## src/pkg/vdt_pkg.sv

```systemverilog
// package of constants and carrier types for the dot and character timing block
package vdt_pkg;
	// page and cell geometry
	localparam int VDT_COLS = 64;
	localparam int VDT_ROWS = 16;
	localparam int VDT_PAGE_CHARS = 1024;
	localparam int VDT_CELL_W = 9;
	localparam int VDT_CELL_H = 13;
	localparam int VDT_GLYPH_W = 7;
	// glyph scan-line windows, numbered 1..13
	localparam logic [3:0] VDT_STD_FIRST = 4'h2;
	localparam logic [3:0] VDT_STD_LAST = 4'ha;
	localparam logic [3:0] VDT_DSC_FIRST = 4'h5;
	localparam logic [3:0] VDT_DSC_LAST = 4'hd;
	// dot divider
	localparam logic [3:0] VDT_DOT_PRESET = 4'h7;
	localparam logic [3:0] VDT_DOT_TOP = 4'hf;
	localparam logic [3:0] VDT_CCLK_LOW_FROM = 4'hc;
	// horizontal counter pair
	localparam logic [3:0] VDT_H_PRESET = 4'h3;
	localparam logic [3:0] VDT_H_HI_TERM = 4'h9;
	localparam logic [3:0] VDT_H_LO_TERM = 4'h8;
	localparam int VDT_LINE_CHARS = 102;
	localparam int VDT_LINE_BIT = 3;
	localparam int VDT_WINDOW_BIT = 2;
	// timing
	localparam real VDT_DOT_NS = 69.8;
	localparam real VDT_CHAR_NS = 628.0;
	localparam real VDT_LINE_US = 64.0;
	localparam real VDT_CLK_NS = 25.0;
	localparam int VDT_CLK_PER_DOT = 1;
	// horizontal state carried out of the block
	typedef struct packed {
		logic line_advance;
		logic horiz_active_window;
		logic [5:0] column;
	} vdt_horiz_t;
endpackage

```

## src/core/vdt_timing.sv

```systemverilog
// dot divider, character clock and horizontal counter pair with cell dot masking
module vdt_timing
	import vdt_pkg::*;
(
	// clock and reset; i_clock is the dot clock
	input wire logic i_clock,
	input wire logic i_rst_n,
	// cell pixel request
	input wire logic [6:0] i_glyph_row,
	input wire logic [3:0] i_scan_line,
	input wire logic i_descender,
	// dot and character timing
	output logic o_load_n,
	output logic o_char_clock_n,
	output logic o_char_clock,
	output logic o_char_tick,
	output logic [3:0] o_dot_count,
	// horizontal timing
	output logic [3:0] o_h_lo,
	output logic [3:0] o_h_hi,
	output logic o_h_preset,
	output vdt_horiz_t o_horiz,
	// serial video dot
	output logic o_video_dot
);
	logic [3:0] dot_q;
	logic [3:0] h_lo_q;
	logic [3:0] h_hi_q;
	logic [8:0] shift_q;
	logic load_n_q;
	logic cclk_n_q;
	logic dot_wrap;
	logic h_term;
	logic row_lit;
	logic [8:0] cell_bits;
	logic [6:0] line_chars_q;

	// true when a scan line lies in a glyph window
	function automatic logic in_win(input logic [3:0] ln, input logic [3:0] lo,
			input logic [3:0] hi);
		in_win = (ln >= lo) && (ln <= hi);
	endfunction

	// divide by nine: count 7..15 then reload; every dot edge is a step
	// reloading to seven keeps the end of a character on one compare, at fifteen
	assign dot_wrap = (dot_q == VDT_DOT_TOP);
	always_ff @(posedge i_clock) begin
		if (!i_rst_n) begin
			dot_q <= VDT_DOT_PRESET;
		end else if (dot_wrap) begin
			dot_q <= VDT_DOT_PRESET;
		end else begin
			dot_q <= dot_q + 4'h1;
		end
	end

	// strobes registered so both rise on one dot edge
	// registering costs a dot of latency but keeps both edges free of decode glitches
	always_ff @(posedge i_clock) begin
		if (!i_rst_n) begin
			load_n_q <= 1'b1;
			cclk_n_q <= 1'b1;
		end else begin
			// low for the dot where the count sits at fifteen
			load_n_q <= ~(dot_q == 4'he);
			// high on counts 7..11, low on 12..15: five high, four low
			cclk_n_q <= ~((dot_q >= 4'hb) && (dot_q != VDT_DOT_TOP));
		end
	end

	assign o_load_n = load_n_q;
	assign o_char_clock_n = cclk_n_q;
	assign o_char_clock = ~cclk_n_q;
	assign o_char_tick = dot_wrap;
	assign o_dot_count = dot_q;

	// terminal decode: high at nine, low at eight
	assign h_term = (h_hi_q == VDT_H_HI_TERM) && (h_lo_q == VDT_H_LO_TERM);

	// horizontal pair steps once per character, as the character clock would
	// a step enable on the dot clock avoids a second clock domain; the pair
	// moves on the dot edge where the true character clock falls
	always_ff @(posedge i_clock) begin
		if (!i_rst_n) begin
			h_lo_q <= VDT_H_PRESET;
			h_hi_q <= VDT_H_PRESET;
		end else if (dot_wrap) begin
			if (h_term) begin
				h_lo_q <= VDT_H_PRESET;
				h_hi_q <= VDT_H_PRESET;
			end else begin
				h_lo_q <= h_lo_q + 4'h1;
				if (h_lo_q == 4'hf) begin
					h_hi_q <= h_hi_q + 4'h1;
				end
			end
		end
	end

	assign o_h_lo = h_lo_q;
	assign o_h_hi = h_hi_q;
	assign o_h_preset = h_term;
	assign o_horiz.line_advance = h_hi_q[VDT_LINE_BIT];
	assign o_horiz.horiz_active_window = h_hi_q[VDT_WINDOW_BIT];
	// column address: low counter and two low bits of the high counter, 64 cells
	assign o_horiz.column = {h_hi_q[1:0], h_lo_q};

	// pick whether this scan line may light for the glyph class
	// line one is tested first so no glyph class can close the gap between rows
	always_comb begin
		row_lit = 1'b0;
		if (i_scan_line == 4'h1) begin
			row_lit = 1'b0;
		end else if (i_descender) begin
			row_lit = in_win(i_scan_line, VDT_DSC_FIRST, VDT_DSC_LAST);
		end else begin
			row_lit = in_win(i_scan_line, VDT_STD_FIRST, VDT_STD_LAST);
		end
	end

	// seven glyph dots then two spacer dots, thirteen lines per cell
	assign cell_bits = row_lit ? {i_glyph_row, 2'b00} : 9'h000;

	// shift register loaded at the load strobe, msb out first
	// a glyph change between loads only shows from the next cell on
	always_ff @(posedge i_clock) begin
		if (!i_rst_n) begin
			shift_q <= 9'h000;
		end else if (!load_n_q) begin
			shift_q <= cell_bits;
		end else begin
			shift_q <= {shift_q[7:0], 1'b0};
		end
	end

	assign o_video_dot = shift_q[8];

	// assertions

	// characters since the last preset; read only by the line length check below
	always_ff @(posedge i_clock) begin
		if (!i_rst_n) begin
			line_chars_q <= 7'h00;
		end else if (dot_wrap) begin
			if (h_term) begin
				line_chars_q <= 7'h00;
			end else begin
				line_chars_q <= line_chars_q + 7'h01;
			end
		end
	end
endmodule

```

## config.mk

```make
export PLATFORM = sky130hd
export DESIGN_NAME = vdt_timing
export DESIGN_NICKNAME = d
export VERILOG_FILES = /design/src/pkg/vdt_pkg.sv /design/src/core/vdt_timing.sv
export SDC_FILE = /design/constraint.sdc
export NUM_CORES = 1
export LEC_CHECK = 0
export BUFFER_PORTS_ARGS = -buffer_cell sky130_fd_sc_hd__buf_2
export CAP_MARGIN = 10
export CORE_MARGIN = 1
export CORE_UTILIZATION = 51
export CTS_CLUSTER_DIAMETER = 120
export DETAILED_ROUTE_END_ITERATION = 7
export GPL_TIMING_DRIVEN = 1
export MAX_ROUTING_LAYER = met4
export PLACE_DENSITY = 0.94
export SLEW_MARGIN = 20
export SYNTH_ARGS = -nofsm -noshare
export SYNTH_HDL_FRONTEND = slang
export SYNTH_SLANG_ARGS = --single-unit
```

## constraint.sdc

```tcl
create_clock -name i_clock -period 2.2 [get_ports i_clock]
set_input_delay 0.33 -clock i_clock [delete_from_list [all_inputs] [get_ports i_clock]]
set_output_delay 0.33 -clock i_clock [all_outputs]
set_load 0.03 [all_outputs]
```

==> results of run 1 <==
==> metrics by stage <==
| stage | total power [mW] | util [%] | worst slack [ns] | cell area [µm²] |
|---|---|---|---|---|
| floorplan | 0.802 | - | 0.425 | 1060 |
| global placement | 0.880 | 61.5 | 0.542 | 1210 |
| detailed placement | 0.893 | 61.5 | 0.423 | 1210 |
| CTS | 1.08 | 62.9 | 0.127 | 1230 |
| global route | 1.13 | 62.9 | 0.0142 | 1230 |
| finish | 1.07 | 62.9 | 0.124 | 1230 |
==> cell type report <==
| type | count | area, µm² | area share (%) |
|---|---|---|---|
| clock buffers | 3 | 22.5 | 1.82 |
| clock inverters | 1 | 5.00 | 0.405 |
| inverters | 8 | 30.0 | 2.43 |
| multi-input cells | 81 | 528 | 42.8 |
| flip-flops and latches | 21 | 420 | 34.0 |
| well taps | 27 | 33.8 | 2.74 |
| repair buffers | 39 | 195 | 15.8 |
==> sequential cells by signal, indices dropped and copies added (netlist names) <==
| signal | flops |
|---|---|
| o_dot_count | 4 |
| o_load_n | 1 |
| o_char_clock_n | 1 |
| shift_q | 7 |
| o_h_hi | 4 |
| o_h_lo | 4 |
==> routing by layer <==
metal	global-route usage (%)	wire length, µm	vias to the layer above
met4	8.33	15	0
met5	-	0	-
met1	24.2	1060	434
met2	31.8	1010	35
li1	-	-	489
met3	4.53	119	2
==> critical path: stages, from the launching register on <==
cell,delay [ns]
dfxtp_1,0.42
ha_1,0.30
nand3_2,0.27
inv_1,0.23
buf_2,0.23
==> logic make-up (layout without fill, tap and decap cells) <==
group	after synthesis	count (layout)	synth area share, %
AND/OR/NAND/NOR	46	46	23.6
AO/OA/AOI/OAI	28	28	18.3
flip-flops	21	21	39.7
buffers and inverters	21	51	10.5
adder cells (fa/ha/maj)	6	6	7.08
XOR/XNOR	1	1	0.827
==> worst max path at each step <==
stage | startpoint | endpoint | slack (ns) | cells past startpoint
after global routing | o_dot_count[0]$_SDFF_PP1_ | o_char_tick | 0.01 | 4
after global placement | o_dot_count[0]$_SDFF_PP1_ | o_h_hi[3]$_SDFFE_PN0P_ | 0.54 | 4
final | o_dot_count[0]$_SDFF_PP1_ | o_char_tick | 0.12 | 4
after detailed placement | o_dot_count[0]$_SDFF_PP1_ | o_h_hi[3]$_SDFFE_PN0P_ | 0.42 | 4
after CTS | o_dot_count[0]$_SDFF_PP1_ | o_char_tick | 0.13 | 4
after floorplan | o_h_hi[0]$_SDFFE_PN1P_ | o_h_preset | 0.43 | 4
==> Yosys cell counts (2+ instances only) <==
master / number
nor2b_1: 3
dfxtp_1: 21
a21oi_1: 4
buf_4: 8
o31ai_1: 7
or3_1: 2
nand2b_1: 2
a211oi_1: 2
nor2_1: 2
nand3_1: 9
buf_2: 2
ha_1: 6
nand4_1: 3
inv_1: 8
clkbuf_1: 2
nand4b_1: 2
and2_1: 2
nand2_1: 15
o21ai_0: 7
==> where the power goes <==
part,switching (mW),internal (mW)
Clock,0.119,0.0679
Sequential,0.0708,0.426
Combinational,0.264,0.124
==> key figures, run 1 <==
Critical path
  – Kind of end point of the critical path: output pin
  – Reg-to-Reg Start: o_dot_count[0]$_SDFF_PP1_
  – Crit Path Class: reg2out
  – Critical Path RT: roughly 1.9 ns
  – CP Launch Type: register
  – Reg2Reg Depth: 4
  – Crit-path max FO: 15
  – Critical path arrival: 1.75 ns
  – Crit Reg-Reg Endpoint: o_h_hi[3]$_SDFFE_PN0P_
  – Worst reg-to-reg setup slack: between 0.4 and 0.5 ns

Status
  – Status: finished clean

Power
  – Leakage: 0.564 nW
  – PwrDens: 868 nW/µm²
  – Max rail drop VDD: 0.000652 V

Route
  – First-pass DRT Iterations: 4
  – Wirelength, routed: 2200 µm
  – Antenna-violating nets left: 0
  – Via density: about 5.3
  – Residual DRC: 0
  – Drt wl/cell: 12.2 µm
  – Via count: 960
  – Initial drt markers: 24

Synth
  – Area of the mapped netlist: between 1000 and 1500 µm²
  – Fraction of registers with async set/reset: 0%
  – Synth top area share: 39.7%
  – Number of synthesized flops with an enable pin: 0
  – Seq cells post-synth: 21
  – Distinct cells, synth: 35
  – Syn nets: roughly 140
  – Synth area leader: dfxtp_1
  – Total number of yosys warnings: 0
  – Register area share after synthesis: a little under 40%
  – Synth top area cells: dfxtp_1 (40%), ha_1 (7.1%), buf_4 (5.7%), nand2_1 (5.3%), o31ai_1 (5.0%)
  – Post-Syn Instances: about 120
  – Mean post-synth cell area: 8.62 µm²
  – Ys flop type: dfxtp_1

Die
  – Top Ports: 40
  – Die H: 47.6 µm
  – Initial Util: 54.0%
  – Die X: 47.6 µm
  – Die area: 2260 µm²
  – Core Area: 1960 µm²
  – Num rows: 16

Cells and area
  – Antenna diodes: 0
  – Final nets: 174
  – Fraction of layout cells with a size suffix above 1: 30.1%
  – Commonest cells after routing, fill and taps aside: buf_2 (39), dfxtp_1 (21), nand2_1 (15)
  – Final cell count without fillers: 180
  – Commonest non-fill, non-tap cell in the layout: buf_2
  – Area growth syn-to-layout: 16.5%
  – # fillers: 187

Hold path
  – Min-delay worst type: in2reg
  – WHS Endpoint: shift_q[8]$_SDFF_PN0_
  – Min-delay src: i_glyph_row[6]
  – Hold Crit Depth: 3

CTS
  – Clk Latency, worst-skew pair: 0.31 ns
  – CTS clk-pin slew, worst paths: 0.12 ns
  – Post_cts resized: 0
  – Clock Path Buffers: 2
  – Setup bufs post-CTS: 0
  – CTS tree: done
  – CTS Hold Bufs: 0
  – Sink Count: 21
  – TritonCTS buffer count: 3
  – Clk Tree Root Cell: clkbuf_4
  – CTS H-tree lvls: 1

Flow run
  – Max cap viols: 0

Global route
  – Initial antenna violation count: 0
  – First-pass GRT wire length: about 3100 µm
  – Largest net degree at the start of global routing: 16
  – Vias in the first global route: approximately 730
  – Grt ovf: 0
  – Total Routing Usage GR: between 10% and 20%

Placed design
  – Inst Count DP: 176
  – Detailed Place HPWL: between 1500 and 2000 µm
  – IO buf count: 39
  – Routability congestion estimate: around 0.84

Timing
  – Layout Skew: ~0.014 ns
  – # setup viols final: 0
  – Pins Over Slew Limit: 0
  – Min Clock Period, post-route: 2.08 ns
  – Worst-Margin Slew: ~0.50 ns
  – Hold slack: ~0.25 ns
  – Period utilization: 94.4%
  – Final Hold Fails: 0
  – Setup TNS: 0 ns
  – Fmax: around 0.48 GHz
  – Headroom to the max-slew limit: 66.2%
  – RSZ-0062 raised after global routing: no
No activity file was read; power rests on OpenSTA's default activity.
==> run 2, diff against run 1 <==
CORE_UTILIZATION = 25   (was 51)
PLACE_DENSITY = 0.57   (was 0.94)
RECOVER_POWER = 50   (was default)
==> key figures, run 2 (synthesis gave the netlist of run 1 again) <==
Cells and area
  – Max reg flops: 7
  – Fraction of layout cells with a size suffix above 1: 20.9%
  – # fillers: 439
  – Final Util: 31.3%
  – Final nets: 174
  – Antenna diodes: 0
  – Design area: roughly 1300 µm²
  – Area growth syn-to-layout: 19.0%
  – Area of the multi-input gates: 523 µm²
  – Biggest register: shift_q
  – Register Area: 420 µm²
  – Final cell count without fillers: 203
  – Commonest non-fill, non-tap cell in the layout: buf_2
  – Commonest cells after routing, fill and taps aside: buf_2 (26), dfxtp_1 (21), nand2_1 (15)

Route
  – Via count: 941
  – Via density: approximately 4.6
  – Metal3 WL: 167 µm
  – First-pass DRT Iterations: 4
  – Wirelength, routed: 2280 µm
  – Residual DRC: 0
  – Met2 wire len: 906 µm
  – Top Layer Used: met4
  – Drt wl/cell: 11.2 µm
  – Metal-1 WL: 1200 µm
  – Initial drt markers: 25
  – Antenna-violating nets left: 0

Timing
  – Period utilization: 90.3%
  – Worst-Margin Slew: 0.746 ns
  – Final Hold Fails: 0
  – RSZ-0062 raised after global routing: no
  – Setup TNS: 0 ns
  – Min Clock Period, post-route: 1.99 ns
  – Fmax: 0.504 GHz
  – Headroom to the max-slew limit: 49.8%
  – Pins Over Slew Limit: 0
  – Layout Skew: 0.00110 ns
  – # setup viols final: 0

Power
  – PwrDens: 894 nW/µm²
  – Final Power: between 1 and 1.5 mW
  – Max rail drop VDD: 0.000343 V
  – Leakage: about 0.53 nW

Global route
  – Grt ovf: 0
  – Total Routing Usage GR: 11.5%
  – Vias in the first global route: 810
  – First-pass GRT wire length: roughly 3800 µm
  – Largest net degree at the start of global routing: 16
  – Initial antenna violation count: 0

Critical path
  – Crit Reg-Reg Endpoint: o_h_hi[3]$_SDFFE_PN0P_
  – CP max stage cell: dfxtp_1
  – Crit Path Class: reg2out
  – Worst path cell trace: ha_1 -> nand3_2 -> inv_1 -> buf_2
  – Worst reg-to-reg setup slack: 0.46 ns
  – Kind of end point of the critical path: output pin
  – Critical path arrival: roughly 1.7 ns
  – Reg2Reg Depth: 4
  – CP Launch Type: register
  – Reg-to-Reg Start: o_dot_count[0]$_SDFF_PP1_
  – Critical Path RT: 1.87 ns
  – Crit-path max FO: 15
  – Crit path largest cell delay: 0.41 ns

Placed design
  – Area post-placement: 1240 µm²
  – Detailed Place HPWL: 1690 µm
  – IO buf count: 39
  – Routability congestion estimate: 0.735
  – Inst Count DP: roughly 200

Flow run
  – Max cap viols: 0

Status
  – Status: finished clean

CTS
  – CTS Hold Bufs: 0
  – Clk Tree Root Cell: clkbuf_8
  – Clk Latency, worst-skew pair: between 0.2 and 0.3 ns
  – CTS H-tree lvls: 1
  – CTS clk-pin slew, worst paths: 0.07 ns
  – Setup bufs post-CTS: 0
  – TritonCTS buffer count: 3
  – Sink Count: 21
  – Clock Path Buffers: 2
  – CTS tree: done
  – Post_cts resized: 0

Hold path
  – Hold Crit Depth: 3
  – Min-delay src: i_glyph_row[0]
  – Min-delay worst type: in2reg
  – WHS Endpoint: shift_q[2]$_SDFF_PP0_

Die
  – Die H: 67.1 µm
  – Top Ports: 40
  – Initial Util: 26.3%
  – Core Area: between 4000 and 5000 µm²
  – Die area: 4500 µm²
  – Num rows: 23
  – Die X: 67.1 µm
-- run 2: worst max-delay path by stage --
| stage | startpoint | endpoint | slack [ns] |
|---|---|---|---|
| after floorplan | o_h_hi[0]$_SDFFE_PN1P_ | o_h_preset | 0.43 |
| after global placement | o_dot_count[0]$_SDFF_PP1_ | o_h_hi[3]$_SDFFE_PN0P_ | 0.51 |
| after detailed placement | o_dot_count[0]$_SDFF_PP1_ | o_h_hi[3]$_SDFFE_PN0P_ | 0.48 |
| after CTS | o_dot_count[0]$_SDFF_PP1_ | o_char_tick | 0.21 |
| after global routing | o_dot_count[0]$_SDFF_PP1_ | o_char_tick | 0.06 |
| final | o_dot_count[0]$_SDFF_PP1_ | o_char_tick | 0.21 |
-- run 2: layer usage --
layer	GRT usage, %	vias to the layer above
met4	1.60	0
met2	17.6	36
met5	-	-
met3	3.77	2
met1	14.9	410
li1	-	493
-- run 2: area by class of cell --
cell class	count	area share, %
inverter	8	2.38
sequential	21	33.3
timing repair buffer	39	14.2
multi-input combinational	81	41.5
clock buffer	3	3.27
tap	50	4.96
clock inverter	1	0.397
-- run 2: per-stage QoR --
stage / setup slack (ns) / hold WS [ns]
after global placement: 0.506 / 0.414
after CTS: 0.207 / 0.302
after detailed placement: 0.475 / 0.414
after floorplan: 0.425 / 0.401
after global routing: 0.0638 / 0.303
final: 0.214 / 0.303
-- run 2: power by group --
group	internal [mW]	total [mW]	switching (mW)	leakage, nW
logic	0.120	0.381	0.261	0.336
clock network	0.126	0.247	0.121	0.0255
registers	0.426	0.499	0.0726	0.171
-- run 2: worst max-delay path, delay by kind of cell, from the launching register on --
family                     cells  cell delay (ns)
adders and majority gates      1             0.30
DFF                            1             0.41
buffers and inverters          2             0.42
and+or+nand+nor                1             0.26
==> run 3, diff against run 2 <==
ABC_AREA = 1   (was default)
==> key figures, run 3 <==
Cells and area
  – Final nets: 191
  – Area growth syn-to-layout: 19.1%
  – Final cell count without fillers: 220
  – Commonest cells after routing, fill and taps aside: buf_2 (27), nand2_1 (21), dfxtp_1 (21)
  – Biggest register: shift_q
  – Antenna diodes: 0
  – Fraction of layout cells with a size suffix above 1: 24.7%
  – Commonest non-fill, non-tap cell in the layout: buf_2
  – Design area: 1300 µm²
  – Max reg flops: 7

Route
  – Via density: between 4 and 5
  – Residual DRC: 0
  – Wirelength, routed: 2140 µm
  – First-pass DRT Iterations: 3
  – Drt wl/cell: approximately 9.7 µm
  – Antenna-violating nets left: 0
  – Initial drt markers: 24
  – Via count: 947

CTS
  – CTS H-tree lvls: 1
  – CTS clk-pin slew, worst paths: 0.08 ns
  – CTS Hold Bufs: 0
  – TritonCTS buffer count: 3
  – Clk Latency, worst-skew pair: 0.26 ns
  – Setup bufs post-CTS: 0
  – CTS tree: done
  – Post_cts resized: 0
  – Clock Path Buffers: 2
  – Clk Tree Root Cell: clkbuf_8
  – Sink Count: 21

Critical path
  – Crit path largest cell delay: 0.40 ns
  – Critical Path RT: 1.87 ns
  – CP Launch Type: register
  – Crit Path Class: reg2out
  – Crit-path max FO: 7
  – CP delay by family, top: flip-flops
  – Worst path bufs/invs: 2
  – Kind of end point of the critical path: output pin
  – CP max stage cell: dfxtp_1
  – Worst path cell trace: ha_1 -> nand3_1 -> inv_6 -> buf_2
  – Critical path arrival: 1.51 ns

Timing
  – RSZ-0062 raised after global routing: no
  – Min Clock Period, post-route: 1.84 ns
  – Period utilization: 83.8%
  – Pins Over Slew Limit: 0
  – # setup viols final: 0
  – Final Hold Fails: 0
  – Setup TNS: 0 ns
  – Headroom to the max-slew limit: 75.2%
  – Worst-Margin Slew: 0.374 ns
  – Layout Skew: 0.00473 ns
  – Fmax: ~0.54 GHz
  – PnR worst setup slack: 0.357 ns

Die
  – Top Ports: 40
  – Die area: 4640 µm²
  – Initial Util: 26.8%
  – Num rows: 23
  – Die H: 68.1 µm
  – Die X: 68.1 µm
  – Core Area: approximately 4100 µm²

Synth
  – Simple-gate share of the synthesized area: a little over a quarter
  – Ys flop type: dfxtp_1
  – Post-Syn Instances: 137
  – Mean post-synth cell area: 7.98 µm²
  – Synth area leader: dfxtp_1
  – Number of synthesized flops with an enable pin: 0
  – Synth top area cells: dfxtp_1 (38%), nand2_1 (7.2%), ha_1 (6.9%), nand3_1 (6.4%), buf_4 (5.5%)
  – Area of the mapped netlist: 1090 µm²
  – Largest family of logic cells by synthesized area: simple AND/OR/NAND/NOR gates
  – Total number of yosys warnings: 0
  – Seq cells post-synth: 21
  – Synth Area in Compound Gates: 10.6%
  – Syn nets: 157
  – Synth Area in Adders: 6.86%
  – Fraction of registers with async set/reset: 0%
  – Post-synthesis mux area share: 0%
  – Distinct cells, synth: 24
  – Synth top area share: 38.4%
  – Register area share after synthesis: 38.4%
  – Xor/xnor share of the synthesized area: 4.81%
  – Commonest cells in the netlist: dfxtp_1 (21), nand2_1 (21), inv_1 (15)

Global route
  – Total Routing Usage GR: 10.8%
  – Initial antenna violation count: 0
  – Vias in the first global route: 854
  – Grt ovf: 0
  – Largest net degree at the start of global routing: 14
  – First-pass GRT wire length: 3660 µm

Power
  – Max rail drop VDD: between 0.0004 and 0.0005 V
  – Leakage: 0.615 nW
  – PwrDens: 895 nW/µm²

Placed design
  – Inst Count DP: about 220
  – Routability congestion estimate: 0.716
  – Detailed Place HPWL: approximately 1700 µm
  – IO buf count: 39
  – Area post-placement: about 1300 µm²
  – Pre-CTS setup slack: 0.789 ns

Hold path
  – Min-delay worst type: in2reg

Flow run
  – Max cap viols: 0

Status
  – Status: finished clean
[run 3: cell types whose count changed in the layout (fill, tap and decap cells not counted), sizes merged, moves of 6 or more]
cell	change
nand3	+6
a21oi	+6
nor2	+9
nand2	+10
inv	+9
o31ai	-7
[run 3: tightest hold or removal path: stages]
cell,delay (ns)
buf_2,0.10
nand3_1,0.07
nor2_1,0.05
[run 3: power breakdown]
group	switching, mW	internal, mW	total (mW)
logic	0.294	0.120	0.414
clock network	0.126	0.126	0.252
registers	0.0618	0.437	0.499
total	0.482	0.684	1.17
[run 3: stage by stage]
stage | utilization, % | total power [mW] | hold slack (ns)
finish | 31.9 | 1.17 | 0.325
global route | 31.9 | 1.26 | 0.332
CTS | 32.5 | 1.22 | 0.315
detailed placement | 31.4 | 0.958 | 0.431
global placement | 31.4 | 0.956 | 0.420
floorplan | - | 0.857 | 0.477
[run 3: area by class of cell]
class                      instances  area, µm²
fill                             463       2780
clock buffer                       3       41.3
multi-input combinational         89        524
inverter                          17       68.8
timing repair buffer              39        180
tap                               50       62.6
sequential                        21        420
clock inverter                     1       5.00
[run 3: cell families (layout without fill, tap and decap cells)]
kind of cell | count (synthesis) | after routing
xor+xnor | 6 | 6
flops | 21 | 21
fa+ha+maj | 6 | 6
compound gates | 20 | 20
simple gates | 57 | 57
buf+inv | 27 | 60
[run 3: worst paths after layout]
| kind | endpoint | cells after the start | startpoint | slack, ns |
|---|---|---|---|---|
| hold / removal | shift_q[2]$_SDFF_PP0_ | 3 | i_glyph_row[0] | 0.32 |
| setup / recovery | o_char_tick | 4 | o_dot_count[0]$_SDFF_PP1_ | 0.36 |
| hold reg to reg | o_dot_count[0]$_SDFF_PP1_ | 1 | o_dot_count[0]$_SDFF_PP1_ | 0.45 |
| setup reg to reg | o_h_lo[1]$_SDFFE_PN1P_ | 7 | o_dot_count[0]$_SDFF_PP1_ | 0.74 |
[run 3: per-layer routing]
layer	vias to the layer above	wire length [µm]	global-route usage, %
met5	-	0	-
met4	0	19	5.47
met3	2	81	2.00
li1	502	-	-
met2	20	1010	16.9
met1	423	1030	13.2
